<file path="src/include/sfc_defines.vh">
// Purpose: constants of the status and control word block
// Assumes: plain Verilog-2005, included by bare name
// Notes: byte offsets of the axi4-lite register map, flag positions, op codes
// Operation
// [RQ1] instruction pointer holds next instruction offset; with code selector forms program counter
// [RQ2] status word has eleven flag fields; six status flags follow alu results
// [RQ3] dedicated ops clear, set or invert the carry flag
// [RQ4] carry shows carry or borrow out of byte or word msb; shifts use it
// [RQ5] zero flag set when result is zero, cleared otherwise
// [RQ6] sign flag is one for negative result, zero for positive
// [RQ7] overflow set when carry into msb differs from carry out
// [RQ8] parity flag is xor of low eight result bits: odd gives one
// [RQ9] aux carry captures carry or borrow at the low four-bit digit
// [RQ10] external maskable interrupts accepted only while interrupt enable is set
// [RQ11] trap flag set raises debug trap after each completed instruction
// [RQ12] string ops increment index when direction is zero, decrement when one
// [RQ13] interrupt enable changed by set and clear ops or flags restore
// [RQ14] protected mode checks privilege on every interrupt enable change
// [RQ15] trap flag changes only by flags restore; traps after following instruction
// [RQ16] trap entry saves image with trap set and clears live trap flag
// [RQ17] no privilege restriction on trap flag in protected mode
// [RQ18] direction flag set by ops or restore, never privilege checked
// [RQ19] privilege level and nested task writes checked in protected mode
// [RQ20] decoder needs opcode only; other instruction elements are optional
// [RQ21] two explicit operands: at most one memory, except string and stack
// [RQ22] zero, one or two operands, located by eight addressing modes
// [RQ23] status word is 16 bits; reserved positions read a fixed value
`ifndef SFC_DEFINES_VH
`define SFC_DEFINES_VH
// register byte offsets
`define SFC_FLAGS_OFS 8'h00
`define SFC_OPA_OFS 8'h04
`define SFC_OPB_OFS 8'h08
`define SFC_CMD_OFS 8'h0c
`define SFC_RES_OFS 8'h10
`define SFC_IP_OFS 8'h14
`define SFC_CS_OFS 8'h18
`define SFC_PC_OFS 8'h1c
`define SFC_MODE_OFS 8'h20
`define SFC_INDEX_OFS 8'h24
`define SFC_DEC_OFS 8'h28
`define SFC_STAT_OFS 8'h2c
`define SFC_SAVED_OFS 8'h30
// flag positions in the status word
`define SFC_CF_BIT 0
`define SFC_PF_BIT 2
`define SFC_AF_BIT 4
`define SFC_ZF_BIT 6
`define SFC_SF_BIT 7
`define SFC_TF_BIT 8
`define SFC_IF_BIT 9
`define SFC_DF_BIT 10
`define SFC_OF_BIT 11
`define SFC_IO_PRIVILEGE_LEVEL_LSB 12
`define SFC_NT_BIT 14
// fixed value of reserved positions
`define SFC_FLAGS_RSVD 16'h0002
// command fields
`define SFC_CMD_BYTE_BIT 5
`define SFC_CMD_LEN_LSB 8
// op codes
`define SFC_OP_ADD 5'h00
`define SFC_OP_ADC 5'h01
`define SFC_OP_SUB 5'h02
`define SFC_OP_SBB 5'h03
`define SFC_OP_AND 5'h04
`define SFC_OP_OR 5'h05
`define SFC_OP_XOR 5'h06
`define SFC_OP_SHL 5'h07
`define SFC_OP_SHR 5'h08
`define SFC_OP_CLC 5'h09
`define SFC_OP_STC 5'h0a
`define SFC_OP_CMC 5'h0b
`define SFC_OP_STI 5'h0c
`define SFC_OP_CLI 5'h0d
`define SFC_OP_STD 5'h0e
`define SFC_OP_CLD 5'h0f
`define SFC_OP_STR 5'h10
`define SFC_OP_JMP 5'h11
`define SFC_OP_NEXT 5'h12
// operand kinds in the decode descriptor
`define SFC_KIND_REG 2'h0
`define SFC_KIND_MEM 2'h1
`define SFC_KIND_IMM 2'h2
// axi responses
`define SFC_RESP_OKAY 2'h0
`define SFC_RESP_SLVERR 2'h2
`endif

</file>
<file path="src/logic/sfc_flags.v">
// Purpose: status and control word, alu flag logic, program counter
// Assumes: axi4-lite slave on aclk, synchronous active-low reset
// Notes: a flags register write acts as a restore of a stacked image
//
// Our own choices: the AXI4-Lite interface to the registers and the register offsets.
`timescale 1ns/1ps
`include "sfc_defines.vh"
module sfc_flags (
	// clock and reset
	input wire aclk,
	input wire aresetn,
	// axi4-lite write address
	input wire [7:0] s_axi_awaddr,
	input wire s_axi_awvalid,
	output reg s_axi_awready,
	// axi4-lite write data
	input wire [31:0] s_axi_wdata,
	input wire [3:0] s_axi_wstrb,
	input wire s_axi_wvalid,
	output reg s_axi_wready,
	// axi4-lite write response
	output reg [1:0] s_axi_bresp,
	output reg s_axi_bvalid,
	input wire s_axi_bready,
	// axi4-lite read address
	input wire [7:0] s_axi_araddr,
	input wire s_axi_arvalid,
	output reg s_axi_arready,
	// axi4-lite read data
	output reg [31:0] s_axi_rdata,
	output reg [1:0] s_axi_rresp,
	output reg s_axi_rvalid,
	input wire s_axi_rready,
	// core side
	input wire ext_irq,
	output reg irq_ack,
	output reg step_trap,
	output reg irq_enable
);

	// merge a 16-bit register with the low write lanes
	function [15:0] merge16;
		input [15:0] old;
		input [31:0] nw;
		input [3:0] strb;
		begin
			merge16 = old;
			if (strb[0])
				merge16[7:0] = nw[7:0];
			if (strb[1])
				merge16[15:8] = nw[15:8];
		end
	endfunction

	// top bit of a result at byte or word width
	function top_bit;
		input [15:0] v;
		input is_byte;
		begin
			top_bit = is_byte ? v[7] : v[15];
		end
	endfunction

	// axi handshake state
	reg aw_hold_q;
	reg w_hold_q;
	reg [7:0] aw_addr_q;
	reg [31:0] w_data_q;
	reg [3:0] w_strb_q;
	// flag state
	reg carry_flag;
	reg parity_flag;
	reg aux_carry_flag;
	reg zero_flag;
	reg sign_flag;
	reg overflow_flag;
	reg trap_flag;
	reg direction_flag;
	reg [1:0] io_privilege_level;
	reg nested_task;
	// datapath state
	reg [15:0] opa_q;
	reg [15:0] opb_q;
	reg [15:0] res_q;
	reg [15:0] instruction_pointer;
	reg [15:0] code_sel_q;
	reg [15:0] dest_index_reg;
	reg prot_mode_q;
	reg [1:0] cpl_q;
	reg [15:0] dec_q;
	reg [15:0] saved_q;
	reg prot_fault_q;
	reg irq_s1_q;
	reg irq_s2_q;
	// decode results read by the handshake process
	reg wr_ok;
	reg [31:0] rd_word;
	reg rd_ok;

	wire wr_go = aw_hold_q & w_hold_q & ~s_axi_bvalid;
	wire [4:0] cmd_op = w_data_q[4:0];
	wire cmd_byte = w_data_q[`SFC_CMD_BYTE_BIT];
	wire [3:0] cmd_len = w_data_q[`SFC_CMD_LEN_LSB+3:`SFC_CMD_LEN_LSB];
	wire cmd_go = wr_go & (aw_addr_q == `SFC_CMD_OFS) & w_strb_q[0];
	wire flags_go = wr_go & (aw_addr_q == `SFC_FLAGS_OFS);

	// privilege tests; real mode lets everything through
	wire may_chg_if = ~prot_mode_q | (cpl_q <= io_privilege_level); // RQ14
	wire may_chg_sys = ~prot_mode_q | (cpl_q == 2'h0); // RQ19

	// assembled status word, reserved positions fixed
	reg [15:0] flags_word;
	always @*
	begin
		flags_word = `SFC_FLAGS_RSVD; // RQ23
		flags_word[`SFC_CF_BIT] = carry_flag; // RQ2
		flags_word[`SFC_PF_BIT] = parity_flag;
		flags_word[`SFC_AF_BIT] = aux_carry_flag;
		flags_word[`SFC_ZF_BIT] = zero_flag;
		flags_word[`SFC_SF_BIT] = sign_flag;
		flags_word[`SFC_TF_BIT] = trap_flag;
		flags_word[`SFC_IF_BIT] = irq_enable;
		flags_word[`SFC_DF_BIT] = direction_flag;
		flags_word[`SFC_OF_BIT] = overflow_flag;
		flags_word[`SFC_IO_PRIVILEGE_LEVEL_LSB+1:`SFC_IO_PRIVILEGE_LEVEL_LSB] = io_privilege_level;
		flags_word[`SFC_NT_BIT] = nested_task;
	end

	// alu: result, carry, overflow and aux carry of the pending command
	reg [16:0] wide;
	reg [15:0] alu_res;
	reg alu_cf;
	reg alu_of;
	reg alu_af;
	reg alu_arith;
	reg alu_logic;
	reg alu_shift;
	reg [15:0] opa_m;
	reg [15:0] opb_m;
	always @*
	begin
		wide = 17'h00000;
		alu_res = 16'h0000;
		alu_cf = carry_flag;
		alu_of = overflow_flag;
		alu_af = aux_carry_flag;
		alu_arith = 1'b0;
		alu_logic = 1'b0;
		alu_shift = 1'b0;
		// byte operands live in the low lane
		opa_m = cmd_byte ? {8'h00, opa_q[7:0]} : opa_q;
		opb_m = cmd_byte ? {8'h00, opb_q[7:0]} : opb_q;
		case (cmd_op)
		`SFC_OP_ADD, `SFC_OP_ADC:
		begin
			wide = {1'b0, opa_m} + {1'b0, opb_m}
				+ {16'h0000, (cmd_op == `SFC_OP_ADC) & carry_flag};
			alu_arith = 1'b1;
		end
		`SFC_OP_SUB, `SFC_OP_SBB:
		begin
			wide = {1'b0, opa_m} - {1'b0, opb_m}
				- {16'h0000, (cmd_op == `SFC_OP_SBB) & carry_flag};
			alu_arith = 1'b1;
		end
		`SFC_OP_AND:
		begin
			wide = {1'b0, opa_m & opb_m};
			alu_logic = 1'b1;
		end
		`SFC_OP_OR:
		begin
			wide = {1'b0, opa_m | opb_m};
			alu_logic = 1'b1;
		end
		`SFC_OP_XOR:
		begin
			wide = {1'b0, opa_m ^ opb_m};
			alu_logic = 1'b1;
		end
		`SFC_OP_SHL:
		begin
			wide = {1'b0, opa_m[14:0], 1'b0};
			alu_shift = 1'b1;
		end
		`SFC_OP_SHR:
		begin
			wide = {2'b00, opa_m[15:1]};
			alu_shift = 1'b1;
		end
		default:
		begin
			wide = 17'h00000;
		end
		endcase
		alu_res = cmd_byte ? {8'h00, wide[7:0]} : wide[15:0];
		if (alu_arith)
		begin
			// carry or borrow out of the msb at operand width
			alu_cf = cmd_byte ? wide[8] : wide[16]; // RQ4
			// carry into msb differs from carry out
			alu_of = top_bit(opa_m ^ opb_m ^ alu_res, cmd_byte)
				^ alu_cf; // RQ7
			alu_af = opa_m[4] ^ opb_m[4] ^ alu_res[4]; // RQ9
		end
		else if (alu_logic)
		begin
			alu_cf = 1'b0;
			alu_of = 1'b0;
		end
		else if (alu_shift)
		begin
			// bit shifted out lands in carry
			alu_cf = (cmd_op == `SFC_OP_SHL) ? top_bit(opa_m, cmd_byte)
				: opa_m[0]; // RQ4
			alu_of = top_bit(alu_res, cmd_byte) ^ alu_cf;
		end
	end
	wire alu_op = (cmd_op <= `SFC_OP_SHR);

	// instruction descriptor check: opcode, operand count and kinds
	wire [1:0] dec_cnt = dec_q[6:5];
	wire [1:0] dec_k1 = dec_q[8:7];
	wire [1:0] dec_k2 = dec_q[10:9];
	wire dec_strstk = dec_q[11];
	wire dec_two_mem = (dec_k1 == `SFC_KIND_MEM) & (dec_k2 == `SFC_KIND_MEM);
	// optional elements bits 4:1 never make a descriptor invalid
	wire dec_valid = dec_q[0] // RQ20
		& (dec_cnt != 2'h3) // RQ22
		& ~((dec_cnt == 2'h2) & dec_two_mem & ~dec_strstk); // RQ21

	// axi handshakes; address and data are taken in either order
	always @(posedge aclk)
	begin
		if (!aresetn)
		begin
			s_axi_awready <= 1'b1;
			s_axi_wready <= 1'b1;
			s_axi_bvalid <= 1'b0;
			s_axi_bresp <= `SFC_RESP_OKAY;
			s_axi_arready <= 1'b1;
			s_axi_rvalid <= 1'b0;
			s_axi_rresp <= `SFC_RESP_OKAY;
			s_axi_rdata <= 32'h00000000;
			aw_hold_q <= 1'b0;
			w_hold_q <= 1'b0;
			aw_addr_q <= 8'h00;
			w_data_q <= 32'h00000000;
			w_strb_q <= 4'h0;
		end
		else
		begin
			if (s_axi_awready && s_axi_awvalid)
			begin
				aw_hold_q <= 1'b1;
				aw_addr_q <= s_axi_awaddr;
				s_axi_awready <= 1'b0;
			end
			if (s_axi_wready && s_axi_wvalid)
			begin
				w_hold_q <= 1'b1;
				w_data_q <= s_axi_wdata;
				w_strb_q <= s_axi_wstrb;
				s_axi_wready <= 1'b0;
			end
			if (wr_go)
			begin
				aw_hold_q <= 1'b0;
				w_hold_q <= 1'b0;
				s_axi_bvalid <= 1'b1;
				s_axi_bresp <= wr_ok ? `SFC_RESP_OKAY : `SFC_RESP_SLVERR;
			end
			// ready comes back only once the response is taken
			if (s_axi_bvalid && s_axi_bready)
			begin
				s_axi_bvalid <= 1'b0;
				s_axi_awready <= 1'b1;
				s_axi_wready <= 1'b1;
			end
			if (s_axi_arready && s_axi_arvalid)
			begin
				s_axi_arready <= 1'b0;
				s_axi_rvalid <= 1'b1;
				s_axi_rdata <= rd_word;
				s_axi_rresp <= rd_ok ? `SFC_RESP_OKAY : `SFC_RESP_SLVERR;
			end
			if (s_axi_rvalid && s_axi_rready)
			begin
				s_axi_rvalid <= 1'b0;
				s_axi_arready <= 1'b1;
			end
		end
	end

	// write address decode; read-only registers answer slverr
	always @*
	begin
		case (aw_addr_q)
		`SFC_FLAGS_OFS, `SFC_OPA_OFS, `SFC_OPB_OFS, `SFC_CMD_OFS,
		`SFC_CS_OFS, `SFC_MODE_OFS, `SFC_INDEX_OFS, `SFC_DEC_OFS,
		`SFC_STAT_OFS:
			wr_ok = 1'b1;
		default:
			wr_ok = 1'b0;
		endcase
	end

	// read mux, sampled when the read address is taken
	always @*
	begin
		rd_ok = 1'b1;
		rd_word = 32'h00000000;
		case (s_axi_araddr)
		`SFC_FLAGS_OFS: rd_word = {16'h0000, flags_word};
		`SFC_OPA_OFS: rd_word = {16'h0000, opa_q};
		`SFC_OPB_OFS: rd_word = {16'h0000, opb_q};
		`SFC_CMD_OFS: rd_word = 32'h00000000;
		`SFC_RES_OFS: rd_word = {16'h0000, res_q};
		`SFC_IP_OFS: rd_word = {16'h0000, instruction_pointer};
		`SFC_CS_OFS: rd_word = {16'h0000, code_sel_q};
		`SFC_PC_OFS: rd_word = {code_sel_q, instruction_pointer}; // RQ1
		`SFC_MODE_OFS: rd_word = {29'h00000000, cpl_q, prot_mode_q};
		`SFC_INDEX_OFS: rd_word = {16'h0000, dest_index_reg};
		`SFC_DEC_OFS: rd_word = {16'h0000, dec_q};
		`SFC_STAT_OFS: rd_word = {30'h00000000, dec_valid, prot_fault_q};
		`SFC_SAVED_OFS: rd_word = {16'h0000, saved_q};
		default: rd_ok = 1'b0;
		endcase
	end

	// interrupt request pin passes two flops first
	always @(posedge aclk)
	begin
		if (!aresetn)
		begin
			irq_s1_q <= 1'b0;
			irq_s2_q <= 1'b0;
		end
		else
		begin
			irq_s1_q <= ext_irq;
			irq_s2_q <= irq_s1_q;
		end
	end

	// flag, pointer and datapath state
	always @(posedge aclk)
	begin
		if (!aresetn)
		begin
			carry_flag <= 1'b0;
			parity_flag <= 1'b0;
			aux_carry_flag <= 1'b0;
			zero_flag <= 1'b0;
			sign_flag <= 1'b0;
			overflow_flag <= 1'b0;
			trap_flag <= 1'b0;
			irq_enable <= 1'b0;
			direction_flag <= 1'b0;
			io_privilege_level <= 2'h0;
			nested_task <= 1'b0;
			opa_q <= 16'h0000;
			opb_q <= 16'h0000;
			res_q <= 16'h0000;
			instruction_pointer <= 16'h0000;
			code_sel_q <= 16'h0000;
			dest_index_reg <= 16'h0000;
			prot_mode_q <= 1'b0;
			cpl_q <= 2'h0;
			dec_q <= 16'h0000;
			saved_q <= 16'h0000;
			prot_fault_q <= 1'b0;
			irq_ack <= 1'b0;
			step_trap <= 1'b0;
		end
		else
		begin
			irq_ack <= 1'b0;
			step_trap <= 1'b0;
			// plain register writes
			if (wr_go)
			begin
				case (aw_addr_q)
				`SFC_OPA_OFS: opa_q <= merge16(opa_q, w_data_q, w_strb_q);
				`SFC_OPB_OFS: opb_q <= merge16(opb_q, w_data_q, w_strb_q);
				`SFC_CS_OFS:
					code_sel_q <= merge16(code_sel_q, w_data_q, w_strb_q);
				`SFC_INDEX_OFS:
					dest_index_reg <= merge16(dest_index_reg, w_data_q,
						w_strb_q);
				`SFC_DEC_OFS: dec_q <= merge16(dec_q, w_data_q, w_strb_q);
				`SFC_MODE_OFS:
				begin
					if (w_strb_q[0])
					begin
						prot_mode_q <= w_data_q[0];
						cpl_q <= w_data_q[2:1];
					end
				end
				`SFC_STAT_OFS:
				begin
					if (w_strb_q[0] && w_data_q[0])
						prot_fault_q <= 1'b0;
				end
				default:
				begin
				end
				endcase
			end
			// restore of a stacked flags image, field by field
			if (flags_go && w_strb_q[0])
			begin
				carry_flag <= w_data_q[`SFC_CF_BIT];
				parity_flag <= w_data_q[`SFC_PF_BIT];
				aux_carry_flag <= w_data_q[`SFC_AF_BIT];
				zero_flag <= w_data_q[`SFC_ZF_BIT];
				sign_flag <= w_data_q[`SFC_SF_BIT];
			end
			if (flags_go && w_strb_q[1])
			begin
				trap_flag <= w_data_q[`SFC_TF_BIT]; // RQ15 RQ17
				direction_flag <= w_data_q[`SFC_DF_BIT]; // RQ18
				overflow_flag <= w_data_q[`SFC_OF_BIT];
				// unprivileged restore leaves interrupt state alone
				if (may_chg_if)
					irq_enable <= w_data_q[`SFC_IF_BIT]; // RQ13 RQ14
				if (may_chg_sys)
				begin
					io_privilege_level <=
						w_data_q[`SFC_IO_PRIVILEGE_LEVEL_LSB+1:`SFC_IO_PRIVILEGE_LEVEL_LSB]; // RQ19
					nested_task <= w_data_q[`SFC_NT_BIT]; // RQ19
				end
			end
			// commands
			if (cmd_go)
			begin
				if (alu_op)
				begin
					res_q <= alu_res;
					carry_flag <= alu_cf;
					overflow_flag <= alu_of;
					aux_carry_flag <= alu_af;
					zero_flag <= (alu_res == 16'h0000); // RQ5
					sign_flag <= top_bit(alu_res, cmd_byte); // RQ6
					parity_flag <= ^alu_res[7:0]; // RQ8
				end
				case (cmd_op)
				`SFC_OP_CLC: carry_flag <= 1'b0; // RQ3
				`SFC_OP_STC: carry_flag <= 1'b1; // RQ3
				`SFC_OP_CMC: carry_flag <= ~carry_flag; // RQ3
				`SFC_OP_STI, `SFC_OP_CLI:
				begin
					// a refused change is flagged, not executed
					if (may_chg_if)
						irq_enable <= (cmd_op == `SFC_OP_STI); // RQ13 RQ14
					else
						prot_fault_q <= 1'b1; // RQ14
				end
				`SFC_OP_STD: direction_flag <= 1'b1; // RQ18
				`SFC_OP_CLD: direction_flag <= 1'b0; // RQ18
				`SFC_OP_STR:
				begin
					if (direction_flag)
						dest_index_reg <= dest_index_reg
							- (cmd_byte ? 16'h0001 : 16'h0002); // RQ12
					else
						dest_index_reg <= dest_index_reg
							+ (cmd_byte ? 16'h0001 : 16'h0002); // RQ12
				end
				`SFC_OP_JMP: instruction_pointer <= opa_q; // RQ1
				`SFC_OP_NEXT:
				begin
					// instruction completes: advance to the next one
					instruction_pointer <= instruction_pointer
						+ {12'h000, cmd_len}; // RQ1
					if (trap_flag)
					begin
						// debug trap has priority over the external request
						saved_q <= flags_word; // RQ16
						trap_flag <= 1'b0; // RQ16
						step_trap <= 1'b1; // RQ11
					end
					else if (irq_enable && irq_s2_q)
					begin
						saved_q <= flags_word;
						irq_ack <= 1'b1; // RQ10
					end
				end
				default:
				begin
				end
				endcase
			end
		end
	end

endmodule

</file>
<file path="config.mk">
export PLATFORM = sky130hd
export DESIGN_NAME = sfc_flags
export DESIGN_NICKNAME = d
export VERILOG_FILES = /design/src/logic/sfc_flags.v
export VERILOG_INCLUDE_DIRS = /design/src /design/src/include
export SDC_FILE = /design/constraint.sdc
export NUM_CORES = 1
export LEC_CHECK = 0
export BUFFER_PORTS_ARGS = -buffer_cell sky130_fd_sc_hd__buf_2
export CAP_MARGIN = 5
export CORE_UTILIZATION = 40
export CTS_CLUSTER_SIZE = 28
export DETAILED_ROUTE_END_ITERATION = 8
export GPL_TIMING_DRIVEN = 0
export PLACE_DENSITY = 0.64
export SYNTH_ARGS = -nofsm -noshare
export SYNTH_HDL_FRONTEND = slang
export SYNTH_SLANG_ARGS = --single-unit
</file>
<file path="constraint.sdc">
create_clock -name aclk -period 4.9 [get_ports aclk]
set_input_delay 0.49 -clock aclk [delete_from_list [all_inputs] [get_ports aclk]]
set_output_delay 0.49 -clock aclk [all_outputs]
set_load 0.05 [all_outputs]
</file>
==> results.tsv, run 1 <==
stage	metric	value	unit
status	status	finished, final reports clean	
logic_synthesis	share of the synthesized area in the top cell type	0.313	
logic_synthesis	Post-Syn Area	13600	µm²
cells_and_area	layout cell share with drive strength beyond 1	0.0906	
logic_synthesis	cell with the most instances after synthesis	nand2_1	
logic_synthesis	fraction of registers with async set/reset	0	
cts	Num CTS Buffers	24	
placement	dpl hpwl	39000	µm
cells_and_area	max reg flops	32	
logic_synthesis	Synth Flop Type	dfxtp_1	
timing	relative slew slack	0.0903	
setup_path	worst-path maximum fanout	10	
grt	largest net degree at the start of global routing	20	
grt	antenna violations before repair	3	
detailed_routing	Avg WL per Cell	22.7	µm
placement	Placement Setup Slack	-1300	ps
timing	Slew @ Worst Pin	1350	ps
logic_synthesis	Synth cell types	83	
timing	Max Freq	0.211	GHz
placement	Final Wtd Congestion	0.962	
floorplan	Die Ht	186	µm
detailed_routing	post-route ant nets	0	
cts	CTS Sinks	212	
cts	CTS tree	done	
logic_synthesis	Seq cells post-synth	212	
setup_path	WP data arrival	5160	ps
timing	final clock skew	11.2	ps
timing	final hold vios	0	
logic_synthesis	top cell type by total area after synthesis	dfxtp_1	
setup_path	WP data required	5320	ps
timing	RSZ-0062 raised after global routing	no	
worst_hold_path	Hold Path Class	input port to flop	
logic_synthesis	yosys warns	0	
placement	Port-buffer cells	83	
floorplan	Ports	104	
job	max-cap violation count	0	
power_and_ir_drop	pwr dens	254	nW/µm²
cts	Worst-Skew Late Latency	520	ps
floorplan	Initial Utilization	0.405	
timing	fin crit share	0.969	
logic_synthesis	Mapped Avg Cell Area	8.14	µm²
detailed_routing	DRC	0	
detailed_routing	via count	13600	
power_and_ir_drop	total power	0.00390	W
timing	Slew Viols, Final	0	
grt	vias in the first global route	12500	
cells_and_area	top register by number of flip-flops	s_axi_rdata	
logic_synthesis	Area contributors post-synth	dfxtp_1 31%, ha_1 8.0%, nand2_1 6.3%	
detailed_routing	DR vias/cell	6.06	
cells_and_area	synth-to-layout area growth	13.2	%
cts	Root Driver	clkbuf_16	
cts	postcts setup bufs	0	
logic_synthesis	Seq/Total Area, Yosys	0.313	
power_and_ir_drop	Pleak	6.31	nW
logic_synthesis	top cells by count, synth	229 x nand2_1, 212 x dfxtp_1, 97 x nand3_1, 96 x nor2_1, 94 x nor2b_1	
cells_and_area	Non-Filler Instances	2238	
detailed_routing	Routed Wire Length	50900	µm
floorplan	row count	67	
detailed_routing	initial drt markers	1646	
power_and_ir_drop	VDD IR max	0.209	mV
setup_path	crit end category	flop	
floorplan	die area	34600	µm²
timing	final setup violation count	0	
timing	hold_ws	193	ps
timing	Fin Setup TNS	0	ps
setup_path	Worst setup SP type	flop	
floorplan	Die W	186	µm
grt	grt total ovfl	0	
cts	H-tree depth	1	
detailed_routing	DR pass1 iterations	7	
grt	first-pass GRT wire length	75700	µm
placement	Placed Instances	2196	
timing	minimum clock period	4750	ps
grt	gr usage total	0.294	
timing	Final WS setup	152	ps
cts	Reg clk slew, reported paths	60	ps
floorplan	core area	33400	µm²
logic_synthesis	number of flops mapped to enable cells by yosys	0	
logic_synthesis	cell count after synthesis	1664	
cells_and_area	nets	1925	
cts	CTS max path bufs	3	
setup_path	critical path class	flop to flop	
-- metal layers --
layer	global-route usage	routed length, µm	vias up
met5	0	0	-
met4	0.133	2570	0
met3	0.0505	4640	145
met2	0.460	22300	686
met1	0.392	21400	6482
li1	-	-	6244
-- cells in the final DEF (no fill, tap or decap), types with 57 or more instances in the layout --
cell type,instances
a21oi_1,65
nor2b_1,94
ha_1,87
inv_1,68
a22oi_1,57
dfxtp_1,212
nor2_1,96
clkbuf_1,81
nand3_1,97
nand2_1,229
a21boi_0,72
buf_2,92
-- critical path, stage by stage, from the launching register on --
cell	delay, ps
dfxtp_1	370
clkbuf_1	400
clkdlybuf4s15_2	600
nand4_1	220
fa_1	470
inv_1	90
fa_1	250
nand2b_4	70
a2111o_1	470
a31o_1	260
a211o_1	300
a31oi_2	330
o32a_1	210
o211a_1	220
o221ai_1	150
o21a_1	220
-- cells by family after synthesis --
kind of cell	share of synthesized area
AO/OA/AOI/OAI	0.252
XOR/XNOR	0.0258
adder cells (fa/ha/maj)	0.0892
buffers and inverters	0.0472
flip-flops	0.313
multiplexers	0.0451
other	0.000277
AND/OR/NAND/NOR	0.227
-- report_power, final --
group          switching [W]  internal (W)
logic               0.000210     0.0000825
registers          0.0000306       0.00174
clock network       0.000735       0.00110
total               0.000976       0.00292
-- cell type report --
class	count	area [µm²]
Antenna cell	1	2.50
Buffer	92	390
Clock buffer	35	703
Clock inverter	8	90.1
Fill cell	3379	18100
Inverter	69	259
Multi-Input combinational cell	1290	8680
Sequential cell	212	4240
Tap cell	448	561
Timing Repair Buffer	83	415
-- final timing paths --
kind | startpoint | end | slack (ps) | cells past startpoint
max | w_data_q[0] | carry_flag | 150 | 15
min | s_axi_wvalid | s_axi_wready | 190 | 2
max reg2reg | w_data_q[0] | carry_flag | 150 | 15
min reg2reg | irq_s1_q | irq_s2_q | 450 | 1
-- metrics by stage --
step,cell area (µm²),utilization
4_1_cts,15300,0.459
3_3_place_gp,14500,0.434
2_1_floorplan,13600,-
3_5_place_dp,14500,0.434
5_1_grt,15300,0.459
6_report,15300,0.459
-- timing repair --
item / CTS / global route
gates resized for setup: 7 / 3
setup endpoints to repair: 19 / 4
hold buffers: 0 / 0
pin swaps: 1 / 0
(Power assumes the default switching activity.)
==> run 2: changes to the inputs <==
--- a/config.mk
+++ b/config.mk
@@ -8,11 +8,13 @@
 export LEC_CHECK = 0
 export BUFFER_PORTS_ARGS = -buffer_cell sky130_fd_sc_hd__buf_2
 export CAP_MARGIN = 5
-export CORE_UTILIZATION = 40
+export CORE_ASPECT_RATIO = 0.6
+export CORE_UTILIZATION = 60
 export CTS_CLUSTER_SIZE = 28
 export DETAILED_ROUTE_END_ITERATION = 8
 export GPL_TIMING_DRIVEN = 0
-export PLACE_DENSITY = 0.64
+export PLACE_DENSITY = 0.87
+export SLEW_MARGIN = 20
 export SYNTH_ARGS = -nofsm -noshare
 export SYNTH_HDL_FRONTEND = slang
 export SYNTH_SLANG_ARGS = --single-unit
==> results.tsv, run 2 (same netlist as run 1, synthesis figures left out) <==
stage	metric	value	unit	change
status	status	complete, but fails checks		
status	failing checks	DRC		
job	max-cap violation count	0		unchanged
cts	CTS Sinks	212		unchanged
timing	RSZ-0062 raised after global routing	no		
setup_path	crit end category	flop		
placement	Port-buffer cells	83		unchanged
cts	Reg clk slew, reported paths	70	ps	about the same
setup_path	critical path class	flop to flop		
cts	Num CTS Buffers	20		-17%
grt	vias in the first global route	12800		+2.1%
power_and_ir_drop	Pleak	6.24	nW	-1.2%
cts	Worst-Skew Late Latency	510	ps	about the same
cts	CTS max path bufs	3		unchanged
floorplan	row count	42		-37%
setup_path	WP data required	5330	ps	about the same
cells_and_area	synth-to-layout area growth	10.7	%	
timing	final setup violation count	0		unchanged
grt	largest net degree at the start of global routing	20		unchanged
setup_path	Worst setup SP type	flop		
floorplan	Die Ht	118	µm	-36%
power_and_ir_drop	pwr dens	243	nW/µm²	-4.3%
cells_and_area	commonest non-fill, non-tap cells in the layout	229 x nand2_1, 212 x dfxtp_1, 97 x nand3_1		
grt	first-pass GRT wire length	75500	µm	-0.30%
cells_and_area	n_diodes	0		-1
cts	Root Driver	clkbuf_16		
floorplan	Initial Utilization	0.614		+0.209
floorplan	core area	22100	µm²	-34%
setup_path	worst-path maximum fanout	37		+27
grt	antenna violations before repair	1		-2
timing	Max Freq	0.211	GHz	about the same
detailed_routing	Routed Wire Length	50500	µm	-0.70%
detailed_routing	DR pass1 iterations	9		+2
placement	Final Wtd Congestion	1.10		+14%
setup_path	WP data arrival	5170	ps	about the same
floorplan	Ports	104		unchanged
cells_and_area	nets	1921		-0.21%
detailed_routing	Avg WL per Cell	24.4	µm	+7.5%
placement	Placed Instances	2034		-7.4%
grt	grt total ovfl	0		unchanged
cells_and_area	commonest non-fill, non-tap cell in the layout	nand2_1		
cts	Hold-fix buffers, CTS	0		unchanged
cells_and_area	max reg flops	32		unchanged
timing	final clock skew	18.5	ps	+7.35 ps
detailed_routing	initial drt markers	2181		+33%
detailed_routing	DRC	1		+1
detailed_routing	post-route ant nets	0		unchanged
cts	CTS tree	done		
cells_and_area	Non-Filler Instances	2068		-7.6%
cts	H-tree depth	1		unchanged
detailed_routing	via count	14000		+3.1%
floorplan	die area	23200	µm²	-33%
detailed_routing	DR vias/cell	6.76		+12%
floorplan	Die W	196	µm	+5.4%
power_and_ir_drop	VDD IR max	0.223	mV	+6.8%
timing	final hold vios	0		unchanged
placement	dpl hpwl	39100	µm	+0.35%
timing	hold_ws	185	ps	-8.25 ps
cells_and_area	layout cell share with drive strength beyond 1	0.0892		-0.00133
worst_hold_path	Hold Path Class	input port to flop		
timing	relative slew slack	0.217		+0.127
cells_and_area	top register by number of flip-flops	s_axi_rdata		
timing	Slew Viols, Final	0		unchanged
timing	minimum clock period	4750	ps	-1.96 ps
timing	Slew @ Worst Pin	1170	ps	-187 ps
grt	gr usage total	0.430		+0.136
timing	fin crit share	0.968		about the same
run 2: changes by cell type in the layout (fill, tap and decap cells not counted), sizes merged:
cell | before | now
bufinv | 2 | 1
inv | 69 | 70
clkdlybuf4s15 | 1 | 0
clkinv | 6 | 4
clkbuf | 111 | 102
diode | 1 | 0
clkinvlp | 0 | 3
buf | 98 | 100
run 2: per-layer routing:
metal / track usage / wire [µm]
met2: 0.563 / 18900
met5: 0 / 13
met4: 0.119 / 1690
met3: 0.209 / 9230
met1: 0.612 / 20700
run 2: report_power, final:
part           switching (W)  total, W  internal [W]
clock               0.000707   0.00157      0.000864
sequential         0.0000346   0.00178       0.00174
combinational       0.000218  0.000301     0.0000823
total               0.000960   0.00365       0.00269
run 2: worst max-delay path: stages (launching register included):
cell	delay, ps
dfxtp_1	320
buf_2	290
buf_6	400
nor2_1	200
nand3_1	190
fa_1	240
inv_1	60
fa_1	430
a211oi_1	430
o21ai_0	350
a41oi_1	350
xor2_1	170
o21ai_0	90
o31a_1	360
nor4_1	360
nand4_1	200
o31ai_2	210
run 2: worst paths after layout:
path	startpoint	to	slack, ps	cells after the start
hold reg to reg	irq_s1_q	irq_s2_q	440	1
hold / removal	ext_irq	irq_s1_q	180	2
setup reg to reg	w_data_q[1]	zero_flag	150	16
setup / recovery	w_data_q[1]	zero_flag	150	16
run 2: final cells by class:
class	instances	area, µm²
Buffer	91	379
Clock buffer	27	558
Clock inverter	9	88.8
Fill cell	1824	7070
Inverter	69	259
Multi-Input combinational cell	1290	8690
Sequential cell	212	4240
Tap cell	286	358
Timing Repair Buffer	84	423
run 2: metrics by stage:
stage	setup TNS, ps	cell area [µm²]	worst slack [ps]	util	total power (W)
2_1_floorplan	0	13600	532	-	0.00197
3_3_place_gp	-12900	14300	-1310	0.649	0.00209
3_5_place_dp	-14070	14300	-1360	0.650	0.00209
4_1_cts	0	15000	51.5	0.679	0.00362
5_1_grt	0	15000	36.2	0.680	0.00373
6_report	0	15000	154	0.680	0.00365
run 2: what timing repair did:
action,4_1_cts,5_1_grt
pin swaps,0,1
resized for setup,7,5
gates cloned,0,0
buffers inserted,0,1
endpoints found under the setup margin,20,4
